$ cat src/rtl/fir_pkg.sv
// Purpose: shared constants and types for the flash identification readout host
// Assumes: 125 MHz core clock, 8-bit flash bus
// Notes: times are in ns; cycle counts are derived from them
package fir_pkg;

  // ==========================================================
  // clock and pin timing
  localparam int unsigned CLK_PERIOD_NS = 8;
  localparam int unsigned WE_LOW_NS = 25; // write strobe low time
  localparam int unsigned WE_HIGH_NS = 15; // write strobe high time
  localparam int unsigned RD_ACCESS_NS = 25; // read strobe to data valid
  localparam int unsigned RE_HIGH_NS = 15; // read strobe high time
  localparam int unsigned TURN_WAIT_NS = 100; // busy onset and write-to-read turnaround
  localparam int unsigned SYNC_STAGES = 3;
  localparam int unsigned WE_LOW_CYC = (WE_LOW_NS + CLK_PERIOD_NS - 1) / CLK_PERIOD_NS;
  localparam int unsigned WE_HIGH_CYC = (WE_HIGH_NS + CLK_PERIOD_NS - 1) / CLK_PERIOD_NS;
  localparam int unsigned RD_LOW_CYC = (RD_ACCESS_NS + CLK_PERIOD_NS - 1) / CLK_PERIOD_NS + SYNC_STAGES;
  localparam int unsigned RE_HIGH_CYC = (RE_HIGH_NS + CLK_PERIOD_NS - 1) / CLK_PERIOD_NS;
  localparam int unsigned TURN_WAIT_CYC = (TURN_WAIT_NS + CLK_PERIOD_NS - 1) / CLK_PERIOD_NS;

  // ==========================================================
  // command and address bytes
  localparam logic [7:0] CMD_READ_ID = 8'h90;
  localparam logic [7:0] ADR_ID = 8'h00;
  localparam logic [7:0] ADR_SIG = 8'h20;
  localparam logic [7:0] CMD_UNIQUE_ID = 8'hED;
  localparam logic [7:0] ADR_UNIQUE_ID = 8'h00;
  localparam logic [7:0] CMD_STATUS = 8'h70;
  localparam logic [7:0] CMD_READ_MODE = 8'h00;
  localparam logic [7:0] CMD_RAND_OUT = 8'h05;
  localparam logic [7:0] CMD_RAND_CONF = 8'hE0;
  localparam int unsigned STATUS_READY_BIT = 6;

  // ==========================================================
  // read lengths and expected data
  localparam logic [5:0] ID_LEN = 6'h05;
  localparam logic [5:0] SIG_LEN = 6'h04;
  localparam int unsigned UNIQ_BYTES = 16;
  localparam logic [5:0] UNIQ_REC_LEN = 6'h20; // identifier plus complement
  localparam logic [31:0] SIG_WORD = 32'h4F4E4649; // first byte in the top lane

  // ==========================================================
  // user operations and sequence steps
  localparam logic [1:0] OP_ID = 2'h0;
  localparam logic [1:0] OP_SIG = 2'h1;
  localparam logic [1:0] OP_UNIQ = 2'h2;

  typedef enum {FIR_K_CMD, FIR_K_ADR, FIR_K_WAIT, FIR_K_RD, FIR_K_POLL, FIR_K_END} fir_kind_t;

  typedef struct packed {
    fir_kind_t kind;
    logic [7:0] data;
  } fir_step_t;

endpackage
$ cat src/rtl/fir_fifo.sv
// Purpose: small shift buffer with valid and ready on both sides
// Assumes: single clock, push and pop from logic on that clock
// Notes: all outputs come straight from flip-flops
`timescale 1ns/1ns
module fir_fifo #(
  parameter int WIDTH = 8,
  parameter int DEPTH = 2
) (
  input wire logic core_clk_in,
  input wire logic rst_n_in,
  input wire logic in_valid_in,
  input wire logic [WIDTH-1:0] in_data_in,
  output logic in_ready_out,
  output logic out_valid_out,
  output logic [WIDTH-1:0] out_data_out,
  input wire logic out_ready_in
);

  logic [WIDTH-1:0] mem_q [DEPTH];
  logic [WIDTH-1:0] mem_d [DEPTH];
  logic [DEPTH-1:0] val_q;
  logic [DEPTH-1:0] val_d;

  // ==========================================================
  // next contents: pop shifts down, push fills first free slot
  always_comb
  begin
    logic placed;
    placed = 1'b0;
    mem_d = mem_q;
    val_d = val_q;
    if (val_q[0] && out_ready_in)
    begin
      for (int i = 0; i < DEPTH - 1; i++)
      begin
        mem_d[i] = mem_q[i + 1];
        val_d[i] = val_q[i + 1];
      end
      val_d[DEPTH-1] = 1'b0;
    end
    if (in_valid_in && !val_q[DEPTH-1])
    begin
      for (int i = 0; i < DEPTH; i++)
      begin
        if (!placed && !val_d[i])
        begin
          mem_d[i] = in_data_in;
          val_d[i] = 1'b1;
          placed = 1'b1;
        end
      end
    end
  end

  // registers
  always_ff @(posedge core_clk_in or negedge rst_n_in)
  begin
    if (!rst_n_in)
    begin
      val_q <= '0;
      for (int i = 0; i < DEPTH; i++)
      begin
        mem_q[i] <= '0;
      end
    end
    else
    begin
      val_q <= val_d;
      mem_q <= mem_d;
    end
  end

  assign in_ready_out = !val_q[DEPTH-1]; // full when last slot holds a word
  assign out_valid_out = val_q[0];
  assign out_data_out = mem_q[0];

endmodule

$ cat src/rtl/fir_host.sv
// Purpose: host controller that runs identification, signature and unique identifier reads on a flash
// Assumes: flash bus pins driven from the core clock; data pins are asynchronous inputs
// Notes: read bytes pass a two-entry buffer so a stalled consumer pauses the read strobes
`timescale 1ns/1ns
// Overview of operation
// [RULE1] the identification read is a 90H command followed by one 00H address cycle.
// [RULE2] the identification read strobes out five bytes in order: maker, part code, then three characteristic bytes.
// [RULE3] the flash stays in identification read mode until the next command, so no exit cycle is sent.
// [RULE4] the third byte carries die count, cell levels, simultaneous pages, interleave and cache flags.
// [RULE5] the fourth byte carries page size, spare size and block size fields.
// [RULE6] the fourth byte also carries bus width and the serial access time, 25 ns or 20 ns.
// [RULE7] the fifth byte carries correction level, plane count, a fixed 100 field and the internal correction flag.
// [RULE8] the signature read is 90H with address 20H and returns 4FH, 4EH, 46H, 49H.
// [RULE9] only four signature bytes are strobed, since later bytes are undefined.
// [RULE10] the unique identifier read starts with command EDH and yields a 16-byte identifier.
// [RULE11] each identifier copy is followed by its complement and is valid only if their XOR is all ones.
// [RULE12] the identifier area is sixteen 32-byte records, so copy n starts at byte offset 32 times n.
// [RULE13] the output position is moved with the 05H, column, E0H sequence.
// [RULE14] completion of the identifier read is checked by polling status with 70H.
// [RULE15] after the status poll a 00H command re-enables identifier data output.
// [RULE16] bytes latch on the rising write strobe with a latch enable high; data follows each falling read strobe.
module fir_host
  import fir_pkg::*;
#(
  parameter int BUF_DEPTH = 2
) (
  input wire logic core_clk_in,
  input wire logic rst_n_in,
  input wire logic req_valid_in,
  input wire logic [1:0] req_op_in,
  input wire logic [3:0] req_copy_in,
  output logic req_ready_out,
  output logic done_out,
  output logic sig_ok_out,
  output logic uniq_ok_out,
  output logic data_valid_out,
  output logic [7:0] data_byte_out,
  input wire logic data_ready_in,
  output logic nand_ce_n_out,
  output logic nand_cle_out,
  output logic nand_ale_out,
  output logic nand_we_n_out,
  output logic nand_re_n_out,
  output logic [7:0] nand_io_out,
  output logic nand_io_oe_out,
  input wire logic [7:0] nand_io_in
);

  typedef enum {FIR_S_IDLE, FIR_S_GATE, FIR_S_LO, FIR_S_HI} fir_state_t;

  // ==========================================================
  // step table per operation
  function automatic fir_step_t get_step(input logic [1:0] op, input logic [3:0] idx, input logic [8:0] col);
    fir_step_t s;
    s.kind = FIR_K_END;
    s.data = 8'h00;
    if (op == OP_ID || op == OP_SIG)
    begin
      unique case (idx)
        4'h0: s = '{FIR_K_CMD, CMD_READ_ID}; // [RULE1] [RULE8]
        4'h1: s = '{FIR_K_ADR, (op == OP_ID) ? ADR_ID : ADR_SIG}; // [RULE1] [RULE8]
        4'h2: s = '{FIR_K_WAIT, 8'h00};
        4'h3: s = '{FIR_K_RD, 8'h00}; // [RULE3]
        default: s = '{FIR_K_END, 8'h00};
      endcase
    end
    else if (op == OP_UNIQ)
    begin
      unique case (idx)
        4'h0: s = '{FIR_K_CMD, CMD_UNIQUE_ID}; // [RULE10]
        4'h1: s = '{FIR_K_ADR, ADR_UNIQUE_ID};
        4'h2: s = '{FIR_K_WAIT, 8'h00};
        4'h3: s = '{FIR_K_CMD, CMD_STATUS}; // [RULE14]
        4'h4: s = '{FIR_K_WAIT, 8'h00};
        4'h5: s = '{FIR_K_POLL, 8'h00}; // [RULE14]
        4'h6: s = '{FIR_K_CMD, CMD_READ_MODE}; // [RULE15]
        4'h7: s = '{FIR_K_CMD, CMD_RAND_OUT}; // [RULE13]
        4'h8: s = '{FIR_K_ADR, col[7:0]}; // [RULE13] [RULE12]
        4'h9: s = '{FIR_K_ADR, {7'h00, col[8]}}; // [RULE13]
        4'hA: s = '{FIR_K_CMD, CMD_RAND_CONF}; // [RULE13]
        4'hB: s = '{FIR_K_WAIT, 8'h00};
        4'hC: s = '{FIR_K_RD, 8'h00};
        default: s = '{FIR_K_END, 8'h00};
      endcase
    end
    return s;
  endfunction

  fir_state_t state_q, state_d;
  logic [3:0] step_q, step_d;
  logic [7:0] tmr_q, tmr_d;
  logic [1:0] op_q, op_d;
  logic [8:0] col_q, col_d;
  logic [5:0] rcnt_q, rcnt_d;
  logic [5:0] bidx_q, bidx_d;
  logic [7:0] uniq_mem_q [UNIQ_BYTES];
  logic [7:0] uniq_mem_d [UNIQ_BYTES];
  logic ready_q, ready_d, done_q, done_d, sig_ok_q, sig_ok_d, uniq_ok_q, uniq_ok_d;
  logic ce_n_q, ce_n_d, cle_q, cle_d, ale_q, ale_d, we_n_q, we_n_d, re_n_q, re_n_d, oe_q, oe_d;
  logic [7:0] io_q, io_d, io_s1_q, io_s2_q, io_s3_q, smp_q, smp_d;
  logic push, buf_ready, io_stable;
  fir_step_t cur, nxt;

  // ==========================================================
  // pin synchroniser for the data bus
  always_ff @(posedge core_clk_in or negedge rst_n_in)
  begin
    if (!rst_n_in)
    begin
      io_s1_q <= 8'h00;
      io_s2_q <= 8'h00;
      io_s3_q <= 8'h00;
    end
    else
    begin
      io_s1_q <= nand_io_in;
      io_s2_q <= io_s1_q;
      io_s3_q <= io_s2_q;
    end
  end

  assign io_stable = (io_s2_q == io_s3_q); // settled once last two stages agree

  // ==========================================================
  // sequencer next state
  always_comb
  begin
    state_d = state_q;
    step_d = step_q;
    tmr_d = tmr_q + 8'h01;
    op_d = op_q;
    col_d = col_q;
    rcnt_d = rcnt_q;
    bidx_d = bidx_q;
    uniq_mem_d = uniq_mem_q;
    ready_d = 1'b0;
    done_d = 1'b0;
    sig_ok_d = sig_ok_q;
    uniq_ok_d = uniq_ok_q;
    smp_d = smp_q;
    push = 1'b0;
    cur = get_step(op_q, step_q, col_q);
    unique case (state_q)
      FIR_S_IDLE:
      begin
        ready_d = 1'b1;
        tmr_d = 8'h00;
        if (req_valid_in && ready_q)
        begin
          ready_d = 1'b0;
          op_d = req_op_in;
          col_d = {req_copy_in, 5'h00}; // [RULE12]
          rcnt_d = (req_op_in == OP_UNIQ) ? UNIQ_REC_LEN
            : ((req_op_in == OP_SIG) ? SIG_LEN : ID_LEN); // [RULE2] [RULE9]
          bidx_d = 6'h00;
          step_d = 4'h0;
          sig_ok_d = 1'b0;
          uniq_ok_d = 1'b0;
          state_d = FIR_S_GATE;
        end
      end
      FIR_S_GATE:
      begin
        tmr_d = 8'h00;
        if (cur.kind == FIR_K_END)
        begin
          done_d = 1'b1;
          ready_d = 1'b1;
          state_d = FIR_S_IDLE;
        end
        else if (cur.kind != FIR_K_RD || buf_ready)
        begin
          state_d = FIR_S_LO; // read strobe waits for buffer room
        end
      end
      FIR_S_LO:
      begin
        if (cur.kind == FIR_K_CMD || cur.kind == FIR_K_ADR)
        begin
          if (tmr_q == 8'(WE_LOW_CYC - 1))
          begin
            tmr_d = 8'h00;
            state_d = FIR_S_HI;
          end
        end
        else if (cur.kind == FIR_K_WAIT)
        begin
          if (tmr_q == 8'(TURN_WAIT_CYC - 1))
          begin
            step_d = step_q + 4'h1;
            state_d = FIR_S_GATE;
          end
        end
        else if (tmr_q >= 8'(RD_LOW_CYC - 1) && io_stable)
        begin
          tmr_d = 8'h00;
          smp_d = io_s3_q; // [RULE16]
          state_d = FIR_S_HI;
          if (cur.kind == FIR_K_RD)
          begin
            push = 1'b1; // bytes pass raw, fields decoded by the user [RULE4] [RULE5] [RULE6] [RULE7]
            bidx_d = bidx_q + 6'h01;
            if (op_q == OP_SIG && bidx_q < 6'(SIG_LEN))
            begin
              // one bad byte anywhere keeps the flag low to the end
              sig_ok_d = (bidx_q == 6'h00 || sig_ok_q) && (smp_d == SIG_WORD[8'(31 - 8 * bidx_q) -: 8]); // [RULE8]
            end
            if (op_q == OP_UNIQ && bidx_q < 6'(UNIQ_BYTES))
            begin
              uniq_mem_d[bidx_q[3:0]] = smp_d;
            end
            else if (op_q == OP_UNIQ)
            begin
              uniq_ok_d = (bidx_q == 6'(UNIQ_BYTES) || uniq_ok_q)
                && ((uniq_mem_q[bidx_q[3:0]] ^ smp_d) == 8'hFF); // [RULE11]
            end
          end
        end
      end
      FIR_S_HI:
      begin
        if ((cur.kind == FIR_K_CMD || cur.kind == FIR_K_ADR) && tmr_q == 8'(WE_HIGH_CYC - 1))
        begin
          step_d = step_q + 4'h1;
          state_d = FIR_S_GATE;
        end
        else if ((cur.kind == FIR_K_RD || cur.kind == FIR_K_POLL) && tmr_q == 8'(RE_HIGH_CYC - 1))
        begin
          state_d = FIR_S_GATE;
          if (cur.kind == FIR_K_POLL && smp_q[STATUS_READY_BIT])
          begin
            step_d = step_q + 4'h1; // [RULE14]
          end
          else if (cur.kind == FIR_K_RD)
          begin
            rcnt_d = rcnt_q - 6'h01;
            if (rcnt_q == 6'h01)
            begin
              step_d = step_q + 4'h1; // stop after the last byte [RULE9]
            end
          end
        end
      end
    endcase
    // pin levels follow the state being entered
    nxt = get_step(op_d, step_d, col_d);
    ce_n_d = (state_d == FIR_S_IDLE);
    cle_d = (nxt.kind == FIR_K_CMD) && (state_d == FIR_S_LO || state_d == FIR_S_HI); // [RULE16]
    ale_d = (nxt.kind == FIR_K_ADR) && (state_d == FIR_S_LO || state_d == FIR_S_HI); // [RULE16]
    oe_d = cle_d || ale_d;
    io_d = oe_d ? nxt.data : 8'h00;
    we_n_d = !(oe_d && state_d == FIR_S_LO); // rising edge latches the byte [RULE16]
    re_n_d = !((nxt.kind == FIR_K_RD || nxt.kind == FIR_K_POLL) && state_d == FIR_S_LO); // [RULE16]
  end

  // sequencer registers
  always_ff @(posedge core_clk_in or negedge rst_n_in)
  begin
    if (!rst_n_in)
    begin
      state_q <= FIR_S_IDLE;
      step_q <= 4'h0;
      tmr_q <= 8'h00;
      op_q <= 2'h0;
      col_q <= 9'h000;
      rcnt_q <= 6'h00;
      bidx_q <= 6'h00;
      for (int i = 0; i < UNIQ_BYTES; i++)
      begin
        uniq_mem_q[i] <= 8'h00;
      end
      ready_q <= 1'b0;
      done_q <= 1'b0;
      sig_ok_q <= 1'b0;
      uniq_ok_q <= 1'b0;
      smp_q <= 8'h00;
      ce_n_q <= 1'b1;
      cle_q <= 1'b0;
      ale_q <= 1'b0;
      we_n_q <= 1'b1;
      re_n_q <= 1'b1;
      oe_q <= 1'b0;
      io_q <= 8'h00;
    end
    else
    begin
      state_q <= state_d;
      step_q <= step_d;
      tmr_q <= tmr_d;
      op_q <= op_d;
      col_q <= col_d;
      rcnt_q <= rcnt_d;
      bidx_q <= bidx_d;
      uniq_mem_q <= uniq_mem_d;
      ready_q <= ready_d;
      done_q <= done_d;
      sig_ok_q <= sig_ok_d;
      uniq_ok_q <= uniq_ok_d;
      smp_q <= smp_d;
      ce_n_q <= ce_n_d;
      cle_q <= cle_d;
      ale_q <= ale_d;
      we_n_q <= we_n_d;
      re_n_q <= re_n_d;
      oe_q <= oe_d;
      io_q <= io_d;
    end
  end

  // ==========================================================
  // read data buffer toward the user
  fir_fifo #(
    .WIDTH(8),
    .DEPTH(BUF_DEPTH)
  ) u_buf (
    .core_clk_in(core_clk_in),
    .rst_n_in(rst_n_in),
    .in_valid_in(push),
    .in_data_in(smp_d),
    .in_ready_out(buf_ready),
    .out_valid_out(data_valid_out),
    .out_data_out(data_byte_out),
    .out_ready_in(data_ready_in)
  );

  // registered outputs
  assign req_ready_out = ready_q;
  assign done_out = done_q;
  assign sig_ok_out = sig_ok_q;
  assign uniq_ok_out = uniq_ok_q;
  assign nand_ce_n_out = ce_n_q;
  assign nand_cle_out = cle_q;
  assign nand_ale_out = ale_q;
  assign nand_we_n_out = we_n_q;
  assign nand_re_n_out = re_n_q;
  assign nand_io_out = io_q;
  assign nand_io_oe_out = oe_q;

endmodule

$ cat config.mk
export PLATFORM = sky130hd
export DESIGN_NAME = fir_host
export DESIGN_NICKNAME = d
export VERILOG_FILES = /design/src/rtl/fir_pkg.sv /design/src/rtl/fir_fifo.sv /design/src/rtl/fir_host.sv
export SDC_FILE = /design/constraint.sdc
export NUM_CORES = 1
export LEC_CHECK = 0
export BUFFER_PORTS_ARGS = -buffer_cell sky130_fd_sc_hd__buf_2
export CAP_MARGIN = 20
export CORE_ASPECT_RATIO = 1.25
export CORE_MARGIN = 2
export CORE_UTILIZATION = 60
export DETAILED_ROUTE_END_ITERATION = 7
export GPL_ROUTABILITY_DRIVEN = 0
export PLACE_DENSITY = 0.75
export SYNTH_ARGS = -nofsm -noshare
export SYNTH_HDL_FRONTEND = slang
export SYNTH_SLANG_ARGS = --single-unit
$ cat constraint.sdc
create_clock -name core_clk_in -period 5.5 [get_ports core_clk_in]
set_input_delay 0.55 -clock core_clk_in [delete_from_list [all_inputs] [get_ports core_clk_in]]
set_output_delay 0.55 -clock core_clk_in [all_outputs]
set_load 0.02 [all_outputs]
==> impl_metrics.csv <==
group,metric,value,unit
finish,antennaDiodeCount,0,
route,route.vias.total,7625,
worst_setup_path,critPathTopFamily,"simple AND/OR/NAND/NOR gates",
worst_setup_path,reg2reg_from,"step_q[0]$_DFF_PN0_",
route,initialDrtViolationCount,416,
worst_setup_path,setup_slack_on_the_worst_flop_to_flop_path,1.44,ns
floorplanning,core,20250,um^2
floorplanning,floorplan.rows,58,
floorplanning,die_outline_width,132.9,um
floorplanning,dieArea,21960,um^2
synthesis,synth-seq-area-share,52.81,%
worst_setup_path,worst-endpoint-arrival,4.46,ns
worst_setup_path,critical_path.n_buffers_inverters,2,
pwr,power_report.internal_total,3.695,mW
clock_tree,holdBufCountCts,0,
synthesis,synthTopCellsByArea,"dfrtp_1, mux2_1, mux4_2",
grt,antenna_found_initial,0,
clock_tree,cts.repair_timing.setup_buffer_count,0,
synthesis,syn_area,12470,um^2
timing,period_minus_slack,4.061,ns
finish,instances_no_fill,1292,
clock_tree,cts-root-buf,"clkbuf_16",
floorplanning,initial_utilization,61.58,%
job,cap_viol_max_count,0,
route,remaining_drc_errors,0,
floorplanning,floorplan.die.height,165.2,um
pwr,p_sw_share,33.11,%
place,buffer_ports.inserted,44,
timing,hold_slack,0.03096,ns
floorplanning,num_io_pins,45,
place,pre_cts_slack,1.462,ns
grt,track_usage,24.27,%
worst_setup_path,cp-end-kind,"register",
finish,finalNetCount,1040,
synthesis,synthesis.area_per_instance,12.76,um^2
finish,postLayoutCoreUtil,67.79,%
finish,final_layout_size_suffix_gt1_share,23.68,%
worst_hold_path,hold_path.class,"in -> async",
clock_tree,clock_insertion_delay_worst_skew,0.52,ns
pwr,power.switching,1.828,mW
place,post-dp-hpwl,16960,um
worst_setup_path,timing.critical_path.slowest_cell_delay,0.53,ns
synthesis,ys_seq_elements,263,
worst_setup_path,criticalPathCategory,"reg -> reg",
clock_tree,clock_buffers_created_by_tritoncts,26,
worst_setup_path,critPathLaunchType,"register",
finish,most_frequent_cells_in_the_layout,"dfrtp_1, mux2_1, nand2_1",
worst_setup_path,worst_r2r_path_depth,12,
timing,fmaxAchievable,246.3,MHz
grt,grt_pass1_vias,7866,
timing,timing.slew.headroom,38.54,%
pwr,combPwrFrac,26.9,%
pwr,seqPwrFrac,40.5,%
route,route.antenna.remaining_nets,0,
synthesis,yosysWarnings,0,
timing,final_critical_path_setup_slack,1.439,ns
pwr,fin_total_pwr,5.523,mW
finish,finish.instance_area,13720,um^2
clock_tree,clock_sinks,263,
timing,timing.clock.skew,0.009792,ns
timing,finalCritPeriodShare,73.83,%
worst_setup_path,crit_path_max_fo,9,
finish,fillCellCount,1431,
synthesis,synthCells,977,
place,dp_cells,1245,
pwr,power.clock.fraction,32.6,%
route,routed_via_density,5.902,
worst_setup_path,crit_chain,"inv_1 > ha_1 > or4_4 > o211ai_2 > o21ai_2 > a21oi_2 > o21ai_2 > nor2_8 > and3_1 > buf_4 > and3_1 > mux2_2",
worst_setup_path,cp_num_cells,12,
clock_tree,clock_slew_at_reported_path_ffs,0.06,ns
synthesis,postSynth.topFlopCell,"dfrtp_1",
place,dpl_cell_area,12840,um^2
clock_tree,ctsHtreeMaxLevel,1,
status,run_status,"finished, final reports clean",
worst_setup_path,r2r-end,"uniq_mem_q[121]$_DFFE_PN0P_",
grt,wire_length_of_the_first_global_routing_pass,41920,um
synthesis,synth_largest_type_area_fraction,52.18,%
timing,setup-tns-final,0,ns
clock_tree,post_cts.resized_instances,0,
clock_tree,cts_tree,"done",
clock_tree,cts_max_path_buffers,3,
pwr,power-per-cell-area,402.4,nW/um^2
synthesis,syn_nets,1014,
synthesis,synthDominantAreaCellType,"dfrtp_1",
timing,final-hold-violation-count,0,
finish,area_growth,10.08,%
synthesis,synth-edff-count,0,
route,drt_pass1_iterations,5,
timing,slew_violations,0,
route,wirelength,25700,um
timing,rsz_0062_raised_after_global_routing,"false",
synthesis,synth_async_sr_flop_share,100.0,%
timing,setup_violations,0,
synthesis,yosysUniqueCellTypes,81,
timing,max_slew.worst_pin.slew,0.9219,ns
grt,globalRoute.totalOverflow,0,
worst_setup_path,cp_slowest_cell,"or4_4",
pwr,leakage,6.631,nW
worst_setup_path,worst-endpoint-required,5.90,ns
pwr,peakVddDrop,0.3105,mV
grt,grt_start_max_net_pins,97,
route,wl_per_cell,19.89,um
finish,commonest_non_fill_non_tap_cell_in_the_layout,"dfrtp_1",
## layer usage
metal	global-route usage (%)	vias up	part of all wire, %
met5	0	-	0
met4	6.989	0	2.6
met3	3.053	49	3.6
met2	44.96	163	53
met1	30.05	3887	41
li1	-	3526	-
## flip-flops by register name, indices dropped and copies added (netlist names), 2 cells and up
register	count
bidx_q	6
col_q	9
io_s1_q	8
io_s2_q	8
io_s3_q	8
nand_io_out	8
op_q	2
rcnt_q	6
smp_q	8
state_q	32
step_q	4
tmr_q	8
u_buf.mem_q	8
u_buf.out_data_out	8
u_buf.val_q	2
uniq_mem_q	128
## cells by family after synthesis
family | share of synthesized area, %
AOI/OAI and AO/OA | 6.071
xor gates and xnor gates | 2.107
adders and majority gates | 1.907
buffers and inverters | 3.362
DFF | 52.81
muxes | 20.76
and+or+nand+nor | 12.98
## worst register-to-register path: cells and delay by family (launching register included)
family / cells / cell delay, ns
and+or+nand+nor: 4 / 1.74
AOI/OAI and AO/OA: 4 / 0.72
buffers and inverters: 2 / 0.43
DFF: 1 / 0.40
muxes: 1 / 0.39
adders and majority gates: 1 / 0.26
## cells in the mapped netlist, types with 5 or more instances
master,instances
a21oi_1,17
a31oi_1,7
and2_1,35
and3_1,7
buf_2,7
buf_4,8
clkbuf_1,38
dfrtp_1,260
ha_1,19
inv_1,28
mux2_1,80
mux2_2,57
mux2i_1,10
mux4_2,40
nand2_1,64
nand2b_1,6
nand3_1,17
nand3_4,10
nand4_1,11
nor2_1,49
nor2b_1,11
nor3_1,17
nor4_1,10
o211ai_1,5
o21a_1,6
o21ai_0,41
xnor2_1,7
xor2_1,23
## power groups by stage
stage               sequential [mW]  combinational [mW]  clock (mW)
finish                         2.23                1.49        1.80
global route                   2.26                1.65        1.92
CTS                            2.23                1.49        1.83
detailed placement             2.27                1.48           0
global placement               2.26                1.46           0
floorplan                      2.23                1.17           0
## final cells by class
class	instances	area, um^2	share of cell area (%)
repair buffers	56	320.3	2.334
clock inverters	6	88.84	0.6473
flip-flops and latches	263	6586	47.99
inverters	33	128.9	0.9390
clock buffers	41	798.3	5.816
well taps	270	337.8	2.461
multi-input cells	623	5464	39.81
## how the worst max path moves through the flow
stage                                             end                start  slack, ns
after global routing      uniq_mem_q[126]$_DFFE_PN0P_  step_q[0]$_DFF_PN0_       1.18
final                     uniq_mem_q[121]$_DFFE_PN0P_  step_q[0]$_DFF_PN0_       1.44
after global placement    uniq_mem_q[121]$_DFFE_PN0P_  step_q[0]$_DFF_PN0_       1.54
after detailed placement  uniq_mem_q[121]$_DFFE_PN0P_  step_q[0]$_DFF_PN0_       1.46
after floorplan           uniq_mem_q[100]$_DFFE_PN0P_  step_q[0]$_DFF_PN0_       2.33
after CTS                 uniq_mem_q[121]$_DFFE_PN0P_  step_q[0]$_DFF_PN0_       1.44
No activity file was read; power rests on OpenSTA's default activity.
